===== config.mk =====
export PLATFORM = sky130hd
export DESIGN_NAME = fsr_core
export DESIGN_NICKNAME = d
export VERILOG_FILES = /design/src/logic/fsr_pkg.sv /design/src/logic/fsr_core.sv /design/src/logic/fsr_sync.sv
export SDC_FILE = /design/constraint.sdc
export NUM_CORES = 1
export LEC_CHECK = 0
export BUFFER_PORTS_ARGS = -buffer_cell sky130_fd_sc_hd__buf_4
export CORE_MARGIN = 10
export CORE_UTILIZATION = 50
export CTS_BUF_LIST = sky130_fd_sc_hd__clkbuf_16
export CTS_CLUSTER_DIAMETER = 120
export DETAILED_ROUTE_END_ITERATION = 10
export GPL_TIMING_DRIVEN = 0
export HOLD_SLACK_MARGIN = 0.03
export PLACE_DENSITY = 0.75
export SLEW_MARGIN = 20
export SYNTH_ARGS = -nofsm -noshare
export SYNTH_HDL_FRONTEND = slang
export SYNTH_SLANG_ARGS = --single-unit

===== constraint.sdc =====
create_clock -name i_mclk -period 12.3 [get_ports i_mclk]
set_clock_uncertainty 0.1 [all_clocks]
set_input_delay 1.845 -clock i_mclk [delete_from_list [all_inputs] [get_ports i_mclk]]
set_output_delay 1.845 -clock i_mclk [all_outputs]
set_load 0.03 [all_outputs]

===== src/logic/fsr_pkg.sv =====
// Overview of operation
// - Resume opcode in one framed command cycle
// - Accepted resume clears both paused flags
// - Resume needs no write latch set first
// - Resume ignored while performance mode is on
// - No-op only cancels a pending reset arm
// - Eight single-line or two quad clocks opcode
// - Reset executes only right after reset arm
// - Software reset restores standby and defaults
// - Software reset aborts program or erase
// - Decode reset 40us, read reset 35us recovery
// - Write reset recovery depends on operation kind
// - Table read: opcode, address, dummy, data out
// - Long low reset pin resets volatile state
// - Reset pin low floats output; long low aborts write
// - Soft or pin reset during erase pause uses erase recovery
// - Power-up gives standby with latch cleared
// - Power-on reset holds logic, ignores commands
// - Erase paused flag set on suspend, cleared on resume
package fsr_pkg;
	localparam int CLK_NS = 10;
	localparam int NS_PER_US = 1000;
	localparam int NS_PER_MS = 1000000;
	// Times as printed, cycle counts rounded up as minimums
	localparam int CLR_PULSE_MIN_US = 10;
	localparam int CLR_PULSE_CYC = (CLR_PULSE_MIN_US * NS_PER_US + CLK_NS - 1) / CLK_NS;
	localparam int REC_POWERUP_US = 35;
	localparam int REC_POWERUP_CYC = (REC_POWERUP_US * NS_PER_US + CLK_NS - 1) / CLK_NS;
	localparam int REC_DECODE_US = 40;
	localparam int REC_DECODE_CYC = (REC_DECODE_US * NS_PER_US + CLK_NS - 1) / CLK_NS;
	localparam int REC_READ_US = 35;
	localparam int REC_READ_CYC = (REC_READ_US * NS_PER_US + CLK_NS - 1) / CLK_NS;
	localparam int REC_PROG_US = 310;
	localparam int REC_SE4K_MS = 12;
	localparam int REC_BE_MS = 25;
	localparam int REC_CE_MS = 100;
	localparam int REC_WRSR_MS = 40;
	localparam int CNT_W = 24;
	localparam int CLR_W = 11;
	// Command opcodes
	localparam logic [7:0] OPC_RESUME = 8'h30;
	localparam logic [7:0] OPC_NOP = 8'h00;
	localparam logic [7:0] OPC_RESET_ARM = 8'h66;
	localparam logic [7:0] OPC_RESET_EXEC = 8'h99;
	localparam logic [7:0] OPC_PARAM_READ = 8'h5A;
	localparam logic [7:0] OPC_LATCH_SET = 8'h06;
	// Frame bit positions
	localparam int SR_W = 32;
	localparam int ADDR_W = 24;
	localparam logic [5:0] OPC_BITS = 6'h08;
	localparam logic [5:0] ADDR_END = 6'h20;
	localparam logic [5:0] DUMMY_END = 6'h28;
	localparam logic [5:0] BIT_SAT = 6'h30;
	localparam logic [5:0] STEP_SINGLE = 6'h01;
	localparam logic [5:0] STEP_QUAD = 6'h04;
	typedef enum logic [2:0] {
		OP_IDLE = 3'b000,
		OP_DECODE = 3'b001,
		OP_READ = 3'b010,
		OP_PROG = 3'b011,
		OP_SE4K = 3'b100,
		OP_BE = 3'b101,
		OP_CE = 3'b110,
		OP_WRSR = 3'b111
	} fsr_op_t;
	typedef enum logic [2:0] {
		ST_IDLE = 3'b000,
		ST_OPC = 3'b001,
		ST_ADDR = 3'b010,
		ST_DUMMY = 3'b011,
		ST_DATA = 3'b100,
		ST_SKIP = 3'b101
	} fsr_st_t;
	typedef struct packed {
		logic por_active;
		logic reset_n;
		logic cs_n;
		logic sclk;
		logic [3:0] sio;
	} fsr_pins_t;
	// Link clock idles low, so the edge detector starts low and sees no false edge
	localparam fsr_pins_t PINS_IDLE = 8'h60;
endpackage : fsr_pkg


===== src/logic/fsr_core.sv =====
`timescale 1ns/1ns
module fsr_core #(
	parameter int unsigned PROG_CYC = fsr_pkg::REC_PROG_US * fsr_pkg::NS_PER_US / fsr_pkg::CLK_NS,
	parameter int unsigned SE4K_CYC = fsr_pkg::REC_SE4K_MS * fsr_pkg::NS_PER_MS / fsr_pkg::CLK_NS,
	parameter int unsigned BE_CYC = fsr_pkg::REC_BE_MS * fsr_pkg::NS_PER_MS / fsr_pkg::CLK_NS,
	parameter int unsigned CE_CYC = fsr_pkg::REC_CE_MS * fsr_pkg::NS_PER_MS / fsr_pkg::CLK_NS,
	parameter int unsigned WRSR_CYC = fsr_pkg::REC_WRSR_MS * fsr_pkg::NS_PER_MS / fsr_pkg::CLK_NS
) (
	input wire logic i_mclk,
	input wire logic i_rst_n,
	input wire fsr_pkg::fsr_pins_t i_pins,
	input wire logic i_quad_mode,
	input wire logic i_perf_mode,
	input wire fsr_pkg::fsr_op_t i_op_kind,
	input wire logic i_erase_suspend,
	input wire logic i_program_suspend,
	input wire logic [7:0] i_table_byte,
	output logic o_so,
	output logic o_so_oe,
	output logic o_ready,
	output logic o_erase_paused_flag,
	output logic o_program_paused_flag,
	output logic o_write_latch_flag,
	output logic o_resume,
	output logic o_abort,
	output logic [fsr_pkg::ADDR_W-1:0] o_table_addr
);
	import fsr_pkg::*;

	logic rst_s;
	fsr_pins_t pins_s;
	fsr_pins_t pins_d_q;
	fsr_st_t st_q;
	logic [5:0] bit_cnt_q;
	logic [SR_W-1:0] sr_q;
	logic [2:0] out_idx_q;
	logic armed_q;
	fsr_op_t paused_op_q;
	logic [CLR_W-1:0] clr_cnt_q;
	logic [CNT_W-1:0] rec_cnt_q;
	logic in_rst_q;
	fsr_op_t rec_kind_q;
	logic sclk_rise;
	logic sclk_fall;
	logic cs_rise;
	logic [5:0] step;
	logic [5:0] nxt_cnt;
	logic [SR_W-1:0] sr_nxt;
	logic cmd_done;
	logic [7:0] opc;
	logic resume_ok;
	logic soft_rst;
	logic pin_hold;
	logic rec_load;
	fsr_op_t kind_now;

	// Serial shift: single-line mode reads only the lowest data line
	function automatic logic [SR_W-1:0] shift_in(input logic [SR_W-1:0] sr,
			input logic [3:0] sio, input logic quad);
		shift_in = quad ? {sr[SR_W-5:0], sio} : {sr[SR_W-2:0], sio[0]};
	endfunction : shift_in

	// Recovery length picked by what the reset interrupted
	function automatic logic [CNT_W-1:0] recov_cycles(input fsr_op_t k);
		case (k)
			OP_DECODE: recov_cycles = CNT_W'(REC_DECODE_CYC);
			OP_READ: recov_cycles = CNT_W'(REC_READ_CYC);
			OP_PROG: recov_cycles = CNT_W'(PROG_CYC);
			OP_SE4K: recov_cycles = CNT_W'(SE4K_CYC);
			OP_BE: recov_cycles = CNT_W'(BE_CYC);
			OP_CE: recov_cycles = CNT_W'(CE_CYC);
			OP_WRSR: recov_cycles = CNT_W'(WRSR_CYC);
			default: recov_cycles = CNT_W'(REC_POWERUP_CYC);
		endcase
	endfunction : recov_cycles

	// Reset release and pin synchronisers
	fsr_sync #(.W(1)) u_rst_sync (
		.i_clk(i_mclk),
		.i_rst_n(i_rst_n),
		.i_d(1'b1),
		.o_q(rst_s)
	);

	fsr_sync #(.W($bits(fsr_pins_t)), .RST_VAL(PINS_IDLE)) u_pin_sync (
		.i_clk(i_mclk),
		.i_rst_n(rst_s),
		.i_d(i_pins),
		.o_q(pins_s)
	);

	// Previous synchronised pins for edge detection
	always_ff @(posedge i_mclk or negedge rst_s) begin
		if (!rst_s) begin
			pins_d_q <= PINS_IDLE;
		end else begin
			pins_d_q <= pins_s;
		end
	end

	// Edges of the sampled link clock and select
	assign sclk_rise = pins_s.sclk & ~pins_d_q.sclk;
	assign sclk_fall = ~pins_s.sclk & pins_d_q.sclk;
	assign cs_rise = pins_s.cs_n & ~pins_d_q.cs_n;
	assign step = i_quad_mode ? STEP_QUAD : STEP_SINGLE;
	assign nxt_cnt = (bit_cnt_q < BIT_SAT) ? bit_cnt_q + step : bit_cnt_q;
	assign sr_nxt = shift_in(sr_q, pins_s.sio, i_quad_mode);
	assign opc = sr_q[7:0];

	// Short opcodes act only when select rises exactly on the opcode boundary;
	// only pin and power-on resets veto here, the soft reset would close a loop
	assign cmd_done = cs_rise && st_q == ST_OPC && bit_cnt_q == OPC_BITS
		&& !pins_s.por_active && !pin_hold;
	assign resume_ok = cmd_done && opc == OPC_RESUME && !i_perf_mode;
	assign soft_rst = cmd_done && opc == OPC_RESET_EXEC && armed_q;

	// Pin reset counts only once held for the minimum pulse
	assign pin_hold = clr_cnt_q == CLR_W'(CLR_PULSE_CYC);
	assign rec_load = pins_s.por_active | pin_hold | soft_rst;

	// Erase pause overrides everything but power-on reset
	always_comb begin
		if (pins_s.por_active) begin
			kind_now = OP_IDLE;
		end else if (o_erase_paused_flag) begin
			kind_now = paused_op_q;
		end else if (i_op_kind != OP_IDLE) begin
			kind_now = i_op_kind;
		end else if (st_q == ST_DATA) begin
			kind_now = OP_READ;
		end else if (st_q != ST_IDLE && st_q != ST_SKIP) begin
			kind_now = OP_DECODE;
		end else begin
			kind_now = OP_IDLE;
		end
	end

	// Reset pin low-time counter, saturating at the minimum pulse
	always_ff @(posedge i_mclk or negedge rst_s) begin
		if (!rst_s) begin
			clr_cnt_q <= '0;
		end else if (pins_s.reset_n) begin
			clr_cnt_q <= '0;
		end else if (!pin_hold) begin
			clr_cnt_q <= clr_cnt_q + CLR_W'(1);
		end
	end

	// Recovery timer; a held reset keeps reloading so it counts from release
	always_ff @(posedge i_mclk or negedge rst_s) begin
		if (!rst_s) begin
			rec_cnt_q <= CNT_W'(REC_POWERUP_CYC);
			in_rst_q <= 1'b0;
			rec_kind_q <= OP_IDLE;
		end else begin
			in_rst_q <= rec_load;
			if (rec_load && !in_rst_q) begin
				rec_kind_q <= kind_now;
				rec_cnt_q <= recov_cycles(kind_now);
			end else if (rec_load) begin
				rec_cnt_q <= recov_cycles(pins_s.por_active ? OP_IDLE : rec_kind_q);
			end else if (rec_cnt_q != '0) begin
				rec_cnt_q <= rec_cnt_q - CNT_W'(1);
			end
		end
	end

	// Ready only after recovery, with no reset source active
	always_ff @(posedge i_mclk or negedge rst_s) begin
		if (!rst_s) begin
			o_ready <= 1'b0;
		end else begin
			o_ready <= rec_cnt_q == '0 && !rec_load && pins_s.reset_n;
		end
	end

	// Abort pulse to the write engine on any reset
	always_ff @(posedge i_mclk or negedge rst_s) begin
		if (!rst_s) begin
			o_abort <= 1'b0;
		end else begin
			o_abort <= rec_load && !in_rst_q;
		end
	end

	// Frame sequencer; frames that start while not ready are skipped whole
	always_ff @(posedge i_mclk or negedge rst_s) begin
		if (!rst_s) begin
			st_q <= ST_IDLE;
			bit_cnt_q <= '0;
			sr_q <= '0;
		end else if (rec_load || pins_s.cs_n) begin
			st_q <= ST_IDLE;
			bit_cnt_q <= '0;
		end else begin
			case (st_q)
				ST_IDLE: begin
					st_q <= o_ready ? ST_OPC : ST_SKIP;
					bit_cnt_q <= '0;
				end
				ST_OPC: begin
					if (sclk_rise) begin
						sr_q <= sr_nxt;
						bit_cnt_q <= nxt_cnt;
						if (nxt_cnt == OPC_BITS && sr_nxt[7:0] == OPC_PARAM_READ) begin
							st_q <= ST_ADDR;
						end
					end
				end
				ST_ADDR: begin
					if (sclk_rise) begin
						sr_q <= sr_nxt;
						bit_cnt_q <= nxt_cnt;
						if (nxt_cnt == ADDR_END) begin
							st_q <= ST_DUMMY;
						end
					end
				end
				ST_DUMMY: begin
					if (sclk_rise) begin
						bit_cnt_q <= nxt_cnt;
						if (nxt_cnt == DUMMY_END) begin
							st_q <= ST_DATA;
						end
					end
				end
				ST_DATA: st_q <= ST_DATA;
				default: st_q <= ST_SKIP;
			endcase
		end
	end

	// Table output shifts on falling link edges, address auto-increments
	always_ff @(posedge i_mclk or negedge rst_s) begin
		if (!rst_s) begin
			o_so <= 1'b0;
			o_so_oe <= 1'b0;
			out_idx_q <= '0;
			o_table_addr <= '0;
		end else if (!pins_s.reset_n || rec_load || st_q != ST_DATA) begin
			o_so_oe <= 1'b0;
			out_idx_q <= '0;
			if (st_q == ST_ADDR && sclk_rise && nxt_cnt == ADDR_END) begin
				o_table_addr <= sr_nxt[ADDR_W-1:0];
			end
		end else if (sclk_fall) begin
			o_so <= i_table_byte[3'h7 - out_idx_q];
			o_so_oe <= 1'b1;
			out_idx_q <= out_idx_q + 3'h1;
			if (out_idx_q == 3'h7) begin
				o_table_addr <= o_table_addr + ADDR_W'(1);
			end
		end
	end

	// Reset arm holds only until the very next command of any kind
	always_ff @(posedge i_mclk or negedge rst_s) begin
		if (!rst_s) begin
			armed_q <= 1'b0;
		end else if (rec_load) begin
			armed_q <= 1'b0;
		end else if (cmd_done && opc == OPC_NOP) begin
			armed_q <= 1'b0;
		end else if (cmd_done) begin
			armed_q <= opc == OPC_RESET_ARM;
		end else if (cs_rise && st_q != ST_IDLE && st_q != ST_SKIP) begin
			armed_q <= 1'b0;
		end
	end

	// Write latch: set by its command, cleared by every reset
	always_ff @(posedge i_mclk or negedge rst_s) begin
		if (!rst_s) begin
			o_write_latch_flag <= 1'b0;
		end else if (rec_load) begin
			o_write_latch_flag <= 1'b0;
		end else if (cmd_done && opc == OPC_LATCH_SET) begin
			o_write_latch_flag <= 1'b1;
		end
	end

	// Paused flags: a suspend in the resume cycle wins over the clear
	always_ff @(posedge i_mclk or negedge rst_s) begin
		if (!rst_s) begin
			o_erase_paused_flag <= 1'b0;
			o_program_paused_flag <= 1'b0;
			paused_op_q <= OP_IDLE;
		end else if (rec_load) begin
			o_erase_paused_flag <= 1'b0;
			o_program_paused_flag <= 1'b0;
		end else begin
			if (i_erase_suspend) begin
				o_erase_paused_flag <= 1'b1;
				paused_op_q <= i_op_kind;
			end else if (resume_ok) begin
				o_erase_paused_flag <= 1'b0;
			end
			if (i_program_suspend) begin
				o_program_paused_flag <= 1'b1;
			end else if (resume_ok) begin
				o_program_paused_flag <= 1'b0;
			end
		end
	end

	// Resume pulse to the write engine
	always_ff @(posedge i_mclk or negedge rst_s) begin
		if (!rst_s) begin
			o_resume <= 1'b0;
		end else begin
			o_resume <= resume_ok;
		end
	end

	a_resume_clears: assert property (@(posedge i_mclk) disable iff (!rst_s)
		(resume_ok && !i_erase_suspend && !i_program_suspend)
		|=> !o_erase_paused_flag && !o_program_paused_flag)
		else $error("resume left a paused flag set");
	a_perf_blocks: assert property (@(posedge i_mclk) disable iff (!rst_s)
		(cmd_done && opc == OPC_RESUME && i_perf_mode) |=> !o_resume)
		else $error("resume taken in performance mode");
	a_no_latch_resume: assert property (@(posedge i_mclk) disable iff (!rst_s)
		(cmd_done && opc == OPC_RESUME && !i_perf_mode && !o_write_latch_flag) |=> o_resume)
		else $error("resume refused without latch");
	a_unarmed_reset: assert property (@(posedge i_mclk) disable iff (!rst_s)
		(cmd_done && opc == OPC_RESET_EXEC && !armed_q && o_ready && !rec_load)
		|=> !o_abort ##1 o_ready)
		else $error("reset executed without arm");
	a_nop_disarm: assert property (@(posedge i_mclk) disable iff (!rst_s)
		(cmd_done && opc == OPC_NOP) |=> !armed_q && $stable(o_write_latch_flag))
		else $error("no-op misbehaved");
	a_soft_recovery: assert property (@(posedge i_mclk) disable iff (!rst_s)
		(soft_rst && !in_rst_q && kind_now == OP_DECODE)
		|=> rec_cnt_q == CNT_W'(REC_DECODE_CYC) ##1 !o_ready)
		else $error("decode recovery wrong");
	a_erase_recovery: assert property (@(posedge i_mclk) disable iff (!rst_s)
		(rec_load && !in_rst_q && !pins_s.por_active && o_erase_paused_flag
		&& paused_op_q == OP_SE4K) |=> rec_cnt_q == CNT_W'(SE4K_CYC))
		else $error("erase pause recovery wrong");
	a_pin_hiz: assert property (@(posedge i_mclk) disable iff (!rst_s)
		!pins_s.reset_n |=> !o_so_oe)
		else $error("output driven during pin reset");
	a_por_hold: assert property (@(posedge i_mclk) disable iff (!rst_s)
		pins_s.por_active |=> !o_ready && !o_write_latch_flag && !o_resume)
		else $error("logic active under power-on reset");
	c_resume: cover property (@(posedge i_mclk) disable iff (!rst_s) resume_ok);
	c_soft_reset: cover property (@(posedge i_mclk) disable iff (!rst_s) soft_rst);
	c_table_out: cover property (@(posedge i_mclk) disable iff (!rst_s)
		o_so_oe && out_idx_q == 3'h7);
	c_pin_reset: cover property (@(posedge i_mclk) disable iff (!rst_s) pin_hold);
endmodule : fsr_core


===== src/logic/fsr_sync.sv =====
`timescale 1ns/1ns
// Two-stage synchroniser; the first stage feeds only the second
module fsr_sync #(
	parameter int W = 8,
	parameter logic [W-1:0] RST_VAL = '0
) (
	input wire logic i_clk,
	input wire logic i_rst_n,
	input wire logic [W-1:0] i_d,
	output logic [W-1:0] o_q
);
	logic [W-1:0] meta_q;

	// Async reset loads constants only
	always_ff @(posedge i_clk or negedge i_rst_n) begin
		if (!i_rst_n) begin
			meta_q <= RST_VAL;
			o_q <= RST_VAL;
		end else begin
			meta_q <= i_d;
			o_q <= meta_q;
		end
	end
endmodule : fsr_sync


* After elaboration in Yosys (flattened, before gate mapping) *
Index checks and enable logic that the tools add are counted.
W data, S select, Z words.

storage, ports and cells
  input bits = 25
  output and inout port bits = 32
  register bits after elaboration = 130
  word-level logic and storage cells = 181

operators by class
  eq/ne operators = 38
  reduce and logical (&&, ||, !) cells = 50
  multiplexer cells = 49
  add/sub/neg operators = 6
  bitwise gates (word level) = 11
  magnitude comparators = 2

operator list
  cell                     count
  $pmux W24 S6             2
  $mux W24                 8
  $mux W3                  15
  $eq A3 B3 Y1 const B     10
  $add A24 B1 Y24 const B  1
  $logic_not A24 Y1        1
  $reduce_bool A24 Y1      1
  $sub A24 B1 Y24 const B  1
  $mux W11                 2
  $logic_and A1 B1 Y1      19
  $mux W6                  3
  $reduce_bool A3 Y1       6
  $eq A8 B7 Y1 const B     2
  $mux W1                  15
  $ne A3 B3 Y1 const B     5
  $pmux W3 S5              1
  $eq A3 B2 Y1 const B     4
  $eq A6 B4 Y1 const B     2
  $eq A6 B6 Y1 const B     2
  $pmux W6 S2              1
  $add A11 B1 Y11 const B  1
  $eq A11 B10 Y1 const B   1
  $eq A3 B1 Y1 const B     3
  $eq A8 B3 Y1 const B     1
  other kinds (26)         49

* Depth between registers and ports, before layout *
  depth after elaboration = 13
  mapped depth = 13
  depth with buffers taken out = 9

* Hierarchy *
A second synthesis with hierarchy kept.

second synthesis, totals
  cells, all modules = 763
  area total of the unflattened synthesis = 7178.1 µm²

by module, submodules not included
  module                  sequential area each (µm²)  cells each  area each (µm²)  times used
  fsr_core                2812.7                      745         6722.7           1
  fsr_sync at u_pin_sync  405.4                       16          405.4            1
  fsr_sync at u_rst_sync  50.0                        2           50.0             1

* Least setup slack after synthesis *
OpenSTA, ideal clock, no wires.

  kind = in2reg
  start = in i_quad_mode
  end = reg o_table_addr[15] (netlist name)
  data arrival time = 4.595 ns
  path buffers = 4
  cell stages on the path = 13
  library setup time = 0.083 ns
  data required time = 12.117 ns
  slack = 7.522 ns
  cells stage by stage = clkbuf_1 > buf_1 > inv_1 > ha_1 > ha_1 > xor2_1 > nor4_1 > and3_1 > a31o_2 > clkbuf_1 > buf_1 > o21ai_0 > o21ai_0

on the way
  cells in the longest elaborated chain, start to end = 7
  elaborated cells between the ends (all ways) = 10
  classes of those cells = 1 x add/sub; 2 x eq/ne; 5 x mux; 2 x reduce/logical

ends and longest elaborated chain
  what                         line             RTL
  start: declaration           fsr_core.sv:12   input wire logic i_quad_mode,
  $mux W3                      fsr_core.sv:105  assign step = i_quad_mode ? STEP_QUAD : STEP_SINGLE;
  $add A6 B3 Y6                fsr_core.sv:106  assign nxt_cnt = (bit_cnt_q < BIT_SAT) ? bit_cnt_q + step : bit_cnt_q;
  $mux W6                      fsr_core.sv:106
  $eq A6 B6 Y1                 fsr_core.sv:243  if (st_q == ST_ADDR && sclk_rise && nxt_cnt == ADDR_END) begin
  $logic_and A1 B1 Y1          fsr_core.sv:243
  $ne A2 B1 Y1 (no line)       n/a
  $reduce_and A3 Y1 (no line)  n/a
  end signal: assignment       fsr_core.sv:244  o_table_addr <= sr_nxt[ADDR_W-1:0];
  end signal: assignment       fsr_core.sv:251  o_table_addr <= o_table_addr + ADDR_W'(1);
  end: declaration             fsr_core.sv:26   output logic [fsr_pkg::ADDR_W-1:0] o_table_addr

Several ways; a longest one is shown, not always the timed one. The select of a mux whose other input is x is not followed.
A chain may end at the register's enable or synchronous reset.

* Worst setup path in the final report *
Ends and elaborated chain as after synthesis.

==> flow_summary.yaml <==
layout:
  drive_above_1_share_pct: 16.0
  fillers: 1109
  syn2layout_area_growth_pct: 18.4
  fin_nets: 848
  final_common_cell: "dfrtp_1"
  insertedDiodeCount: 0
  post-route-util_pct: 61.1
  instances_no_fill: 1003
  final_cell_mix: "117 x dfrtp_1, 80 x nand2_1, 61 x a21oi_1"
die:
  rows: 42
  die_y_um: 138
  die_w_um: 138
  start_util_pct: 51.6
  core_area_um2: 13400
  fp.dieArea_um2: 18900
  ios: 57
timing:
  tns_ns: 0
  max_freq_ghz: 0.190
  setup_viol: 0
  slew_headroom_pct: 38.9
  setup_ws_ns: 7.04
  hold_viol: 0
  worstMarginPinSlew_ns: 0.908
  post-route-period-util_pct: 42.7
  slew_violations: 0
  rsz0062_at_grt: "false"
  min_period_ns: 5.26
cts:
  clkTransAtPathRegs_ns: 0.06
  cts-root-buf: "clkbuf_16"
  numCtsBuffers: 17
  cts_hold_buffers: 0
  cts_buffer_depth: 2
  cts_tree: "built"
  cts-resized-gates: 0
  clock_sinks: 130
  h-tree-depth: 4
  clk_latency_ns: 0.42
  post_cts_buffers: 0
worst_setup_path:
  r2r_cells: 10
  crit_required_ns: 12.53
  crit_fanout: 10
  endpoint_kind: "flip-flop"
  rrSetupSlack_ns: 9.04
  start_kind: "input port"
  rr_startpoint: "bit_cnt_q[0]"
  reg2reg_to: "o_table_addr[15]"
  arrival_ns: 5.49
  worstSetupPathType: "in -> reg"
power_and_ir_drop:
  power_density_nw_per_um2: 145
  total_power_w: 0.00118
  power.leakage_nw: 3.52
  ir_worst_vdd_v: 0.000114
global_route:
  overflow: 0
  grt_pass1_wl_um: 29800
  grt_start_max_net_pins: 57
  grt_util_all_layers_pct: 19.6
  antenna_found_initial: 0
  grt_pass1_vias: 6044
placed_design:
  placed_cells: 971
  gp_congestion: 0.909
  dp_hpwl_um: 12700
  io_buffers: 56
  place_ws_ns: 6.66
routing:
  vias_per_cell: 5.95
  drt_iter0_markers: 485
  routed_wl_um: 17500
  first_pass_iters: 7
  detail-route-antenna-nets: 0
  wl_per_cell_um: 17.4
  drcViolationCount: 0
  vias: 5969
yosys:
  syn_nets: 771
  ys_warn_count: 0
  synth_cell_types: 64
  ys_async_sr_fraction_pct: 100
  synth_cells: 737
  syn_area_um2: 6910
  synth-seq-cells: 130
  synth_edf_count: 0
  avgSynthCellArea_um2: 9.38
  ys.flop_type: "dfrtp_1"
  yosysSeqAreaShare_pct: 47.3
flow_run:
  max-cap-violations: 0
hold_path:
  hold_path.class: "reg -> async"
status:
  status: "complete, no violations"
[layout make-up]
type,instances,area (µm²),area share (%)
multi-input cells,548,3410,41.7
inverters,19,71.3,0.871
clock buffers,17,425,5.20
clock inverters,15,149,1.82
flip-flops and latches,130,3270,40.0
plain buffers,40,158,1.93
repair buffers,58,475,5.81
well taps,176,220,2.69
[synthesized netlist by cell type, drive strengths merged (6+ instances only)]
cell type  instances  area (µm²)
or3                8        50.1
buf                9        41.3
xnor2             30         263
nor4               9        56.3
mux2i             21         210
o31ai             11        82.6
ha                 9         113
dfstp             12         315
nand3             28         140
dfrtp            118        2950
a211oi             6        57.6
mux2              21         236
o22ai              8        50.1
nand4             10        62.6
or4                6        45.0
a31oi              7        43.8
inv               19        71.3
nor3              13        65.1
nand2             80         300
o21ai             66         330
or2                8        50.1
clkbuf            31         116
a21oi             61         305
nor2              60         225
xor2              10        87.6
and3               7        43.8
[report_power, final]
group | switching [W] | internal, W | leakage, nW
Sequential | 0.0000445 | 0.000472 | 1.64
Combinational | 0.0000992 | 0.0000747 | 1.60
Clock | 0.000182 | 0.000312 | 0.283
Total | 0.000326 | 0.000859 | 3.52
[per-layer routing]
layer	global-route usage, %	routed length [µm]	vias to the layer above	share of wire, %
li1	-	-	2818	-
met5	0	0	-	0
met2	30.5	7980	249	46
met4	7.08	313	0	1.8
met3	5.28	1240	30	7.1
met1	25.7	7930	2872	45
[flip-flops by register name (all words and copies together), names as in the netlist, 3 cells and up]
register / count
u_pin_sync.o_q: 8
out_idx_q: 3
clr_cnt_q: 11
rec_kind_q: 3
rec_cnt_q: 24
sr_q: 23
paused_op_q: 3
bit_cnt_q: 6
o_table_addr: 24
u_pin_sync.meta_q: 8
st_q: 3
[worst max-delay path by stage]
stage                      startpoint          endpoint  slack [ns]  depth (start not counted)
after CTS                 i_quad_mode  o_table_addr[15]        7.08                         14
after global routing      i_quad_mode  o_table_addr[15]        6.75                         14
after global placement    i_quad_mode  o_table_addr[15]        6.66                         14
final                     i_quad_mode  o_table_addr[15]        7.04                         14
after floorplan           i_quad_mode  o_table_addr[15]        7.52                         13
after detailed placement  i_quad_mode  o_table_addr[15]        6.66                         14
[critical path, cell delays in order]
cell	delay, ns
buf_4	0.09
clkbuf_1	0.34
buf_1	0.50
inv_1	0.15
ha_1	0.26
ha_1	0.22
xor2_1	0.18
nor4_1	0.39
and3_1	0.23
a31o_2	0.20
clkbuf_1	0.37
buf_1	0.42
o21ai_0	0.16
o21ai_0	0.12
[logic make-up after synthesis]
family / Yosys count / share of synthesized area (%)
AND/OR/NAND/NOR: 263 / 19.0
other: 1 / 0.0543
XOR/XNOR: 40 / 5.07
buffers and inverters: 59 / 3.31
multiplexers: 44 / 7.11
flip-flops: 130 / 47.3
adder cells (fa/ha/maj): 9 / 1.63
AO/OA/AOI/OAI: 191 / 16.5
[metrics by stage]
step	hold WS [ns]	instance area [µm²]
2_1_floorplan	0.231	6910
3_3_place_gp	0.238	7550
4_1_cts	0.150	8190
6_report	0.137	8190
3_5_place_dp	0.151	7610
5_1_grt	0.172	8190
Power figures use the tool's default switching activity.
